[config.mk]
export PLATFORM = sky130hd
export DESIGN_NAME = adccfg_top
export DESIGN_NICKNAME = d
export VERILOG_FILES = /design/src/design/adccfg_pkg.sv /design/src/design/adccfg_top.sv
export SDC_FILE = /design/constraint.sdc
export NUM_CORES = 1
export LEC_CHECK = 0
export BUFFER_PORTS_ARGS = -buffer_cell sky130_fd_sc_hd__buf_2
export CORE_MARGIN = 2
export CORE_UTILIZATION = 44
export DETAILED_ROUTE_END_ITERATION = 10
export PLACE_DENSITY = 0.75
export SYNTH_ARGS = -nofsm -noshare
export SYNTH_HDL_FRONTEND = slang
export SYNTH_SLANG_ARGS = --single-unit
[constraint.sdc]
create_clock -name i_mclk -period 2.9 [get_ports i_mclk]
set_input_delay 0.145 -clock i_mclk [delete_from_list [all_inputs] [get_ports i_mclk]]
set_output_delay 0.145 -clock i_mclk [all_outputs]
set_load 0.03 [all_outputs]
[src/design/adccfg_pkg.sv]
// package for the converter configuration block: offsets, fields, codes
package adccfg_pkg;
    // register byte offsets
    localparam logic [11:0] ADCCFG_CTRL_ONE_OFS = 12'h000;
    localparam logic [11:0] ADCCFG_STATUS_OFS = 12'h004;
    localparam logic [11:0] ADCCFG_RAW_OFS = 12'h008;
    localparam logic [11:0] ADCCFG_RESULT_OFS = 12'h00C;
    // field positions in the control register
    localparam int ADCCFG_JUSTIFY_BIT = 7;
    localparam int ADCCFG_CLKSEL_LSB = 4;
    localparam int ADCCFG_REFSEL_LSB = 0;
    // reset and implemented-bit mask
    localparam logic [7:0] ADCCFG_CTRL_RESET = 8'h00;
    localparam logic [7:0] ADCCFG_CTRL_MASK = 8'hF3;
    // conversion clock select codes
    localparam logic [2:0] ADCCFG_CS_DIV2 = 3'h0;
    localparam logic [2:0] ADCCFG_CS_DIV8 = 3'h1;
    localparam logic [2:0] ADCCFG_CS_DIV32 = 3'h2;
    localparam logic [2:0] ADCCFG_CS_RC_A = 3'h3;
    localparam logic [2:0] ADCCFG_CS_DIV4 = 3'h4;
    localparam logic [2:0] ADCCFG_CS_DIV16 = 3'h5;
    localparam logic [2:0] ADCCFG_CS_DIV64 = 3'h6;
    localparam logic [2:0] ADCCFG_CS_RC_B = 3'h7;
    // positive reference select codes
    localparam logic [1:0] ADCCFG_REF_SUPPLY = 2'h0;
    localparam logic [1:0] ADCCFG_REF_RSVD = 2'h1;
    localparam logic [1:0] ADCCFG_REF_PIN = 2'h2;
    localparam logic [1:0] ADCCFG_REF_FIXED = 2'h3;
    // one-hot route of the positive reference
    typedef enum logic [3:0] {
        ADCCFG_ROUTE_SUPPLY = 4'h1,
        ADCCFG_ROUTE_PIN = 4'h2,
        ADCCFG_ROUTE_FIXED = 4'h4,
        ADCCFG_ROUTE_RSVD = 4'h8
    } adccfg_route_t;
endpackage

[src/design/adccfg_top.sv]
// converter configuration register with clock divider, reference and result formatting
`timescale 1ns/1ps
module adccfg_top
    import adccfg_pkg::*;
(
    // clock and reset
    input wire logic i_mclk,
    input wire logic i_rst,
    // apb slave
    input wire logic i_psel,
    input wire logic i_penable,
    input wire logic i_pwrite,
    input wire logic [11:0] i_paddr,
    input wire logic [31:0] i_pwdata,
    input wire logic [3:0] i_pstrb,
    output logic [31:0] o_prdata,
    output logic o_pready,
    output logic o_pslverr,
    // converter side
    input wire logic i_adc_rc_oscillator,
    input wire logic [9:0] i_conv_result,
    output logic o_conv_clk,
    output logic [3:0] o_pos_ref_route,
    output logic [7:0] o_result_high_byte,
    output logic [7:0] o_result_low_byte
);

    logic [7:0] adc_control_one_reg;
    logic [5:0] div_cnt_reg;
    logic div_clk_reg;
    logic conv_clk_reg;
    logic [3:0] route_reg;
    logic [7:0] res_hi_reg;
    logic [7:0] res_lo_reg;
    logic [31:0] prdata_reg;
    logic pready_reg;
    logic pslverr_reg;
    logic [2:0] conv_clock_select;
    logic [1:0] pos_ref_select;
    logic result_justify_select;
    logic [5:0] half_period;
    logic access;
    logic wr_take;
    logic rc_selected;
    logic known_addr;

    // divider terminal count: half period of the divided clock minus one, in system clock cycles
    function automatic logic [5:0] adccfg_half(input logic [2:0] sel);
        logic [5:0] h;
        h = 6'h00;
        unique case (sel)
            ADCCFG_CS_DIV2: h = 6'h00;
            ADCCFG_CS_DIV4: h = 6'h01;
            ADCCFG_CS_DIV8: h = 6'h03;
            ADCCFG_CS_DIV16: h = 6'h07;
            ADCCFG_CS_DIV32: h = 6'h0F;
            ADCCFG_CS_DIV64: h = 6'h1F;
            default: h = 6'h00; // rc codes do not use the divider
        endcase
        return h;
    endfunction

    assign conv_clock_select = adc_control_one_reg[ADCCFG_CLKSEL_LSB +: 3];
    assign pos_ref_select = adc_control_one_reg[ADCCFG_REFSEL_LSB +: 2];
    assign result_justify_select = adc_control_one_reg[ADCCFG_JUSTIFY_BIT];
    assign half_period = adccfg_half(conv_clock_select);
    assign access = i_psel && i_penable && !pready_reg;
    // write lands only on the edge where the master sees pready high
    assign wr_take = i_psel && i_penable && pready_reg && i_pwrite && i_pstrb[0]
        && (i_paddr == ADCCFG_CTRL_ONE_OFS);
    assign rc_selected = (conv_clock_select == ADCCFG_CS_RC_A)
        || (conv_clock_select == ADCCFG_CS_RC_B);
    assign known_addr = (i_paddr == ADCCFG_CTRL_ONE_OFS) || (i_paddr == ADCCFG_STATUS_OFS)
        || (i_paddr == ADCCFG_RAW_OFS) || (i_paddr == ADCCFG_RESULT_OFS);

    // control register; only the low byte lane carries it
    always_ff @(posedge i_mclk) begin
        if (i_rst) begin
            adc_control_one_reg <= ADCCFG_CTRL_RESET;
        end else if (wr_take) begin
            adc_control_one_reg <= i_pwdata[7:0] & ADCCFG_CTRL_MASK;
        end
    end

    // apb answer: one wait state, pready high in the access phase's second cycle
    always_ff @(posedge i_mclk) begin
        if (i_rst) begin
            pready_reg <= 1'b0;
            pslverr_reg <= 1'b0;
            prdata_reg <= 32'h0000_0000;
        end else begin
            pready_reg <= access;
            pslverr_reg <= access && !known_addr;
            prdata_reg <= 32'h0000_0000;
            if (access && !i_pwrite) begin
                unique case (i_paddr)
                    ADCCFG_CTRL_ONE_OFS: prdata_reg <= {24'h000000, adc_control_one_reg};
                    ADCCFG_STATUS_OFS: prdata_reg <= {26'h0000000, conv_clk_reg, route_reg,
                        result_justify_select};
                    ADCCFG_RAW_OFS: prdata_reg <= {22'h000000, i_conv_result};
                    ADCCFG_RESULT_OFS: prdata_reg <= {16'h0000, res_hi_reg, res_lo_reg};
                    default: prdata_reg <= 32'h0000_0000;
                endcase
            end
        end
    end

    // free-running divider; toggles every half period
    always_ff @(posedge i_mclk) begin
        if (i_rst) begin
            div_cnt_reg <= 6'h00;
            div_clk_reg <= 1'b0;
        end else if (div_cnt_reg >= half_period) begin
            div_cnt_reg <= 6'h00;
            div_clk_reg <= ~div_clk_reg;
        end else begin
            div_cnt_reg <= div_cnt_reg + 6'h01;
        end
    end

    // conversion clock mux; rc input is sampled, so it must be slower than mclk
    always_ff @(posedge i_mclk) begin
        if (i_rst) begin
            conv_clk_reg <= 1'b0;
        end else if (rc_selected) begin
            conv_clk_reg <= i_adc_rc_oscillator;
        end else begin
            conv_clk_reg <= div_clk_reg;
        end
    end

    // positive reference route, one-hot
    always_ff @(posedge i_mclk) begin
        if (i_rst) begin
            route_reg <= ADCCFG_ROUTE_SUPPLY;
        end else begin
            unique case (pos_ref_select)
                ADCCFG_REF_SUPPLY: route_reg <= ADCCFG_ROUTE_SUPPLY;
                ADCCFG_REF_PIN: route_reg <= ADCCFG_ROUTE_PIN;
                ADCCFG_REF_FIXED: route_reg <= ADCCFG_ROUTE_FIXED;
                ADCCFG_REF_RSVD: route_reg <= ADCCFG_ROUTE_RSVD; // reserved, flagged only
            endcase
        end
    end

    // result formatting across high and low bytes
    always_ff @(posedge i_mclk) begin
        if (i_rst) begin
            res_hi_reg <= 8'h00;
            res_lo_reg <= 8'h00;
        end else if (result_justify_select) begin
            res_hi_reg <= {6'h00, i_conv_result[9:8]};
            res_lo_reg <= i_conv_result[7:0];
        end else begin
            res_hi_reg <= i_conv_result[9:2];
            res_lo_reg <= {i_conv_result[1:0], 6'h00};
        end
    end

    assign o_prdata = prdata_reg;
    assign o_pready = pready_reg;
    assign o_pslverr = pslverr_reg;
    assign o_conv_clk = conv_clk_reg;
    assign o_pos_ref_route = route_reg;
    assign o_result_high_byte = res_hi_reg;
    assign o_result_low_byte = res_lo_reg;

endmodule

==> impl_metrics.ini, run 1 <==
[pwr]
internal-power_w = 0.00107
total_power_w = 0.00139
p_leak_nw = 1.24
switching_share_pct = 22.8
p_comb_share_pct = 9.1
pwr-share-clk_pct = 38.4
p_seq_share_pct = 52.5
powerDensity_mw_per_mm2 = 526
worst_ir_drop_vdd_uv = 226
p_switching_w = 0.000316

[yosys]
yosysMostFrequentCell = dfxtp_1
ys.flop_type = dfxtp_1
synth-seq-cells = 52
synth.largest_area_cell = dfxtp_1
syn_area_mm2 = 0.00215
synthTopCellsByCount = 52 x dfxtp_1, 22 x nor2_1, 19 x and2_1
seq_area_frac_synth_pct = 48.4
synth.area.mux_share_pct = 12.3
synth_top_area_share_pct = 48.4
yosysUniqueCellTypes = 32
synth_top_family_by_area = simple AND/OR/NAND/NOR gates
synth_simple_gate_area_share_pct = 22.4
synth_area_leaders = dfxtp_1 48%, mux2i_1 6.0%, buf_4 5.6%, and2_1 5.5%, mux4_2 4.2%
synthArstFlopShare_pct = 0
synthXorXnorAreaFrac_pct = 1.63
syn_avg_cell_area_um2 = 10.2
synth_edf_count = 0
synth_cells = 210
synthAdderAreaFrac_pct = 3.49
synth_compound_area_share_pct = 3.95
ys_warn_count = 0

[placed_design]
dp_hpwl_um = 3310
io_buffer_count = 73
gp_congestion = 0.824

[detailed_routing]
vias = 1600
wl_um = 4260
drt_first_pass_iters = 4
drtIter0Drc = 67
viasPerCell = 4.57
avgRoutedWirePerCell_um = 12.2
drc = 0
ant_nets = 0

[sta]
tightestPinTransition_ps = 573
post-route-period-util_pct = 76.0
final.min_clock_period_ps = 2200
rsz0062_at_grt = false
fmax_mhz = 454
whs_ps = 67.2
slew_headroom_pct = 61.5
setup_viol = 0
final.setup.tns_ps = 0
hold_viol_final = 0
drv_slew = 0
fin_skew_ps = 4.39

[layout]
layout.nets = 352
n_antenna_cell = 0
largest_register_ffs = 16
drive_gt1_share_pct = 33.9
n_fill_cell = 410
areaGrowthSynthToFinish_pct = 22.4

[floorplan]
start_util_pct = 45.6
die_area_mm2 = 0.00547
num_io_pins = 119
coreArea_mm2 = 0.00472
die_y_um = 73.9
rows = 25
die_w_um = 73.9

[run_status]
outcome = completed

[worst_setup_path]
critPathCaptureType = register
critical_path.startpoint_type = register
crit_chain = nor2b_1 > inv_1 > ha_1 > a21o_1 > a211o_1 > a21oi_1 > mux2_2
required_ps = 3100
cp_data_arrival_time_ps = 2400
cp_slowest_cell = dfxtp_1
cp_top_family = compound AO/OA/AOI/OAI gates
critPathMaxFanout = 8
worst_path_largest_cell_delay_ps = 470
critical_path_class = register to register
critPathBufInv = 1

[clocking]
clkTransAtPathRegs_ps = 90
clock_sinks = 52
cts_setup_buffers = 0
cts_hold_buf = 0
ctsHtreeMaxLevel = 2
numCtsBuffers = 5
clockRootBuffer = clkbuf_8
clock_latency_ps = 300
cts_tree = yes
clockBufferDepth = 2
post_cts_resized = 0

[global_routing]
grt_usage_pct = 16.9
grt_pass1_vias = 1543
overflow = 0
grt_max_degree = 16
grt_antenna_before_repair = 0
grt_pass1_wl_um = 6990

[hold_path]
hp-class = input port to register

[run]
maxCapViolCount = 0
logic make-up after synthesis:
group | after synthesis
multiplexers | 21
AND/OR/NAND/NOR | 86
other | 1
buffers and inverters | 27
flip-flops | 52
AO/OA/AOI/OAI | 13
XOR/XNOR | 4
adder cells (fa/ha/maj) | 6
layer usage:
layer	part of all wire (%)	vias to the layer above	global-route usage, %
li1	-	807	-
met1	45	713	21.6
met2	45	71	26.9
met3	7.3	9	4.34
met4	2.2	0	8.28
met5	0	-	0
worst register-to-register path, cell delays in order (launching register included):
cell and delay, ps:
dfxtp_1 470, nor2b_1 280, inv_1 70, ha_1 280, a21o_1 180, a211o_1 300
a21oi_1 170, mux2_2 350
final timing paths:
check	slack (ps)	cells past startpoint	endpoint	startpoint
min reg2reg	460	1	o_prdata[15]	o_result_high_byte[7]
max reg2reg	700	7	div_clk_reg	adc_control_one_reg[5]
max	700	7	div_clk_reg	adc_control_one_reg[5]
min	70	2	o_result_high_byte[7]	i_conv_result[9]
placed cells by master, fill, tap and decap left out, types with 3 or more instances in the layout:
master / count
a21oi_1: 4
and2_1: 19
and3_1: 3
buf_2: 73
clkbuf_8: 7
conb_1: 16
dfxtp_1: 52
ha_1: 6
inv_1: 4
mux2_2: 4
mux2i_1: 13
mux4_2: 4
nand2_1: 16
nand3_1: 4
nor2_1: 22
nor2b_1: 10
nor4_2: 3
or3_1: 3
power groups by stage:
stage          combinational, W  clock [W]  sequential, W
3_3_place_gp           0.000125          0       0.000745
5_1_grt                0.000137   0.000575       0.000730
4_1_cts                0.000127   0.000538       0.000728
2_1_floorplan         0.0000811          0       0.000764
3_5_place_dp           0.000126          0       0.000745
6_report               0.000126   0.000532       0.000728
through the flow:
stage	setup WS [ps]	area, µm²	util [%]	cells
5_1_grt	511	2630	55.8	350
4_1_cts	689	2630	55.8	350
6_report	696	2630	55.8	350
3_5_place_dp	699	2510	53.1	342
3_3_place_gp	737	2510	53.1	342
2_1_floorplan	869	2210	-	225
cell type report:
| type | count | area [µm²] | share of cell area [%] |
|---|---|---|---|
| Timing Repair Buffer | 73 | 365 | 13.9 |
| Inverter | 4 | 15.0 | 0.570 |
| Tap cell | 67 | 83.8 | 3.18 |
| Clock inverter | 1 | 30.0 | 1.14 |
| Clock buffer | 7 | 96.3 | 3.66 |
| Multi-Input combinational cell | 146 | 1000 | 38.1 |
| Sequential cell | 52 | 1040 | 39.5 |
No activity file was read; power rests on OpenSTA's default activity.
==> run 2: changes to the inputs <==
==> constraint.sdc (replaced) <==
create_clock -name i_mclk -period 2.1 [get_ports i_mclk]
set_input_delay 0.105 -clock i_mclk [delete_from_list [all_inputs] [get_ports i_mclk]]
set_output_delay 0.105 -clock i_mclk [all_outputs]
set_load 0.03 [all_outputs]
==> impl_metrics.ini, run 2 (synthesis gave the netlist of run 1 again) <==
[layout]
n_fill_cell = 440
seq_area_mm2 = 0.00104
drive_gt1_share_pct = 36.6
final_cell_mix = 73 x buf_2, 50 x dfxtp_1, 22 x nor2_1, 19 x and2_1
layout.nets = 356
instances_no_fill = 354
layout_commonest_cell = buf_2
largest_register_ffs = 16
multiInputGateArea_mm2 = 0.00101
n_antenna_cell = 0
areaGrowthSynthToFinish_pct = 22.9

[detailed_routing]
vias = 1662
viasPerCell = 4.69
wl_um = 4380
drc = 0
ant_nets = 0
avgRoutedWirePerCell_um = 12.4
drt_first_pass_iters = 4
drtIter0Drc = 53

[sta]
fmax_mhz = 508
drv_slew = 0
whs_ps = 28.3
hold_viol_final = 0
setup_ws_ps = 133
final.min_clock_period_ps = 1970
setup_viol = 0
fin_skew_ps = 4.08
rsz0062_at_grt = false
final.setup.tns_ps = 0
slew_headroom_pct = 64.2
tightestPinTransition_ps = 533
post-route-period-util_pct = 93.7

[global_routing]
grt_usage_pct = 16.9
grt_antenna_before_repair = 0
grt_pass1_wl_um = 7020
grt_pass1_vias = 1510
grt_use_met1_pct = 21.8
grt_use_met3_pct = 4.20
overflow = 0
grt_max_degree = 19
grt_util_met2_pct = 27.4
grt_busiest_layer = met2

[floorplan]
die_w_um = 73.9
coreArea_mm2 = 0.00472
die_y_um = 73.9
start_util_pct = 45.6
die_area_mm2 = 0.00547
rows = 25
num_io_pins = 119

[placed_design]
dp_hpwl_um = 3430
gp_congestion = 0.758
io_buffer_count = 73
dp_cells = 346
place_ws_ps = 54.8

[worst_setup_path]
critPathBufInv = 0
cp_data_arrival_time_ps = 2170
crit_chain = nor2b_1 > a21oi_1 > ha_1 > a21o_1 > a211o_1 > a21oi_2 > mux2_2
rr_endpoint = div_clk_reg
worst_path_largest_cell_delay_ps = 410
cp-startpoint = adc_control_one_reg[4]
critPathMaxFanout = 8
r2r_cells = 7
cp_top_family = compound AO/OA/AOI/OAI gates
critPathCaptureType = register
r2r_start = adc_control_one_reg[4]
r2r_slack_ps = 130
critical_path_class = register to register
critical_path.startpoint_type = register
required_ps = 2300
cp_slowest_cell = dfxtp_2

[run]
maxCapViolCount = 0

[clocking]
clockBufferDepth = 2
post_cts_resized = 0
cts_tree = yes
clock_latency_ps = 300
cts_hold_buf = 0
clock_sinks = 52
clkTransAtPathRegs_ps = 90
numCtsBuffers = 5
cts_setup_buffers = 0
ctsHtreeMaxLevel = 2
clockRootBuffer = clkbuf_8

[pwr]
p_leak_nw = 1.25
powerDensity_mw_per_mm2 = 667
worst_ir_drop_vdd_uv = 272

[hold_path]
whs_path_depth = 3
hp-class = input port to register
min_to = adc_control_one_reg[5]
hp-start = i_pwdata[5]

[run_status]
outcome = completed
[run 2: cell types whose count changed in the layout (fill, tap and decap cells not counted), sizes merged]
| cell | before | now |
|---|---|---|
| inv | 4 | 6 |
| buf | 73 | 77 |
| clkbuf | 7 | 5 |
| clkinvlp | 0 | 1 |
| bufinv | 1 | 0 |
[run 2: worst register-to-register path, delay by kind of cell (launching register included)]
kind	cells	cell delay [ps]
mux	1	340
fa+ha+maj	1	190
compound gates	4	720
simple gates	1	200
flops	1	410
[run 2: worst max path at each step]
stage	to	slack, ps	cells past startpoint
5_1_grt	div_clk_reg	20	7
4_1_cts	div_clk_reg	40	7
3_3_place_gp	div_clk_reg	100	7
3_5_place_dp	div_clk_reg	50	7
6_report	div_clk_reg	130	7
2_1_floorplan	div_clk_reg	70	7
[run 2: final cells by class]
class	instances	area share, %
clock inverters	3	0.946
inverters	4	0.568
flip-flops and latches	52	39.5
clock buffers	5	2.60
multi-input cells	146	38.3
well taps	67	3.17
repair buffers	77	14.9
[run 2: per-layer routing]
metal	part of all wire (%)	up-vias
met1	45	760
met4	2.2	0
met5	0	-
li1	-	821
met2	46	70
met3	6.6	11
[run 2: where the power goes]
group | internal, W | switching, W
combinational | 0.0000592 | 0.000117
clock | 0.000243 | 0.000339
sequential | 0.00100 | 0.00000628
total | 0.00130 | 0.000462
[run 2: metrics by stage]
| stage | total power, W | cell area, µm² | util, % |
|---|---|---|---|
| 2_1_floorplan | 0.00117 | 2210 | - |
| 3_3_place_gp | 0.00120 | 2540 | 53.7 |
| 3_5_place_dp | 0.00121 | 2540 | 53.7 |
| 4_1_cts | 0.00179 | 2630 | 55.7 |
| 5_1_grt | 0.00185 | 2650 | 56.0 |
| 6_report | 0.00176 | 2650 | 56.0 |
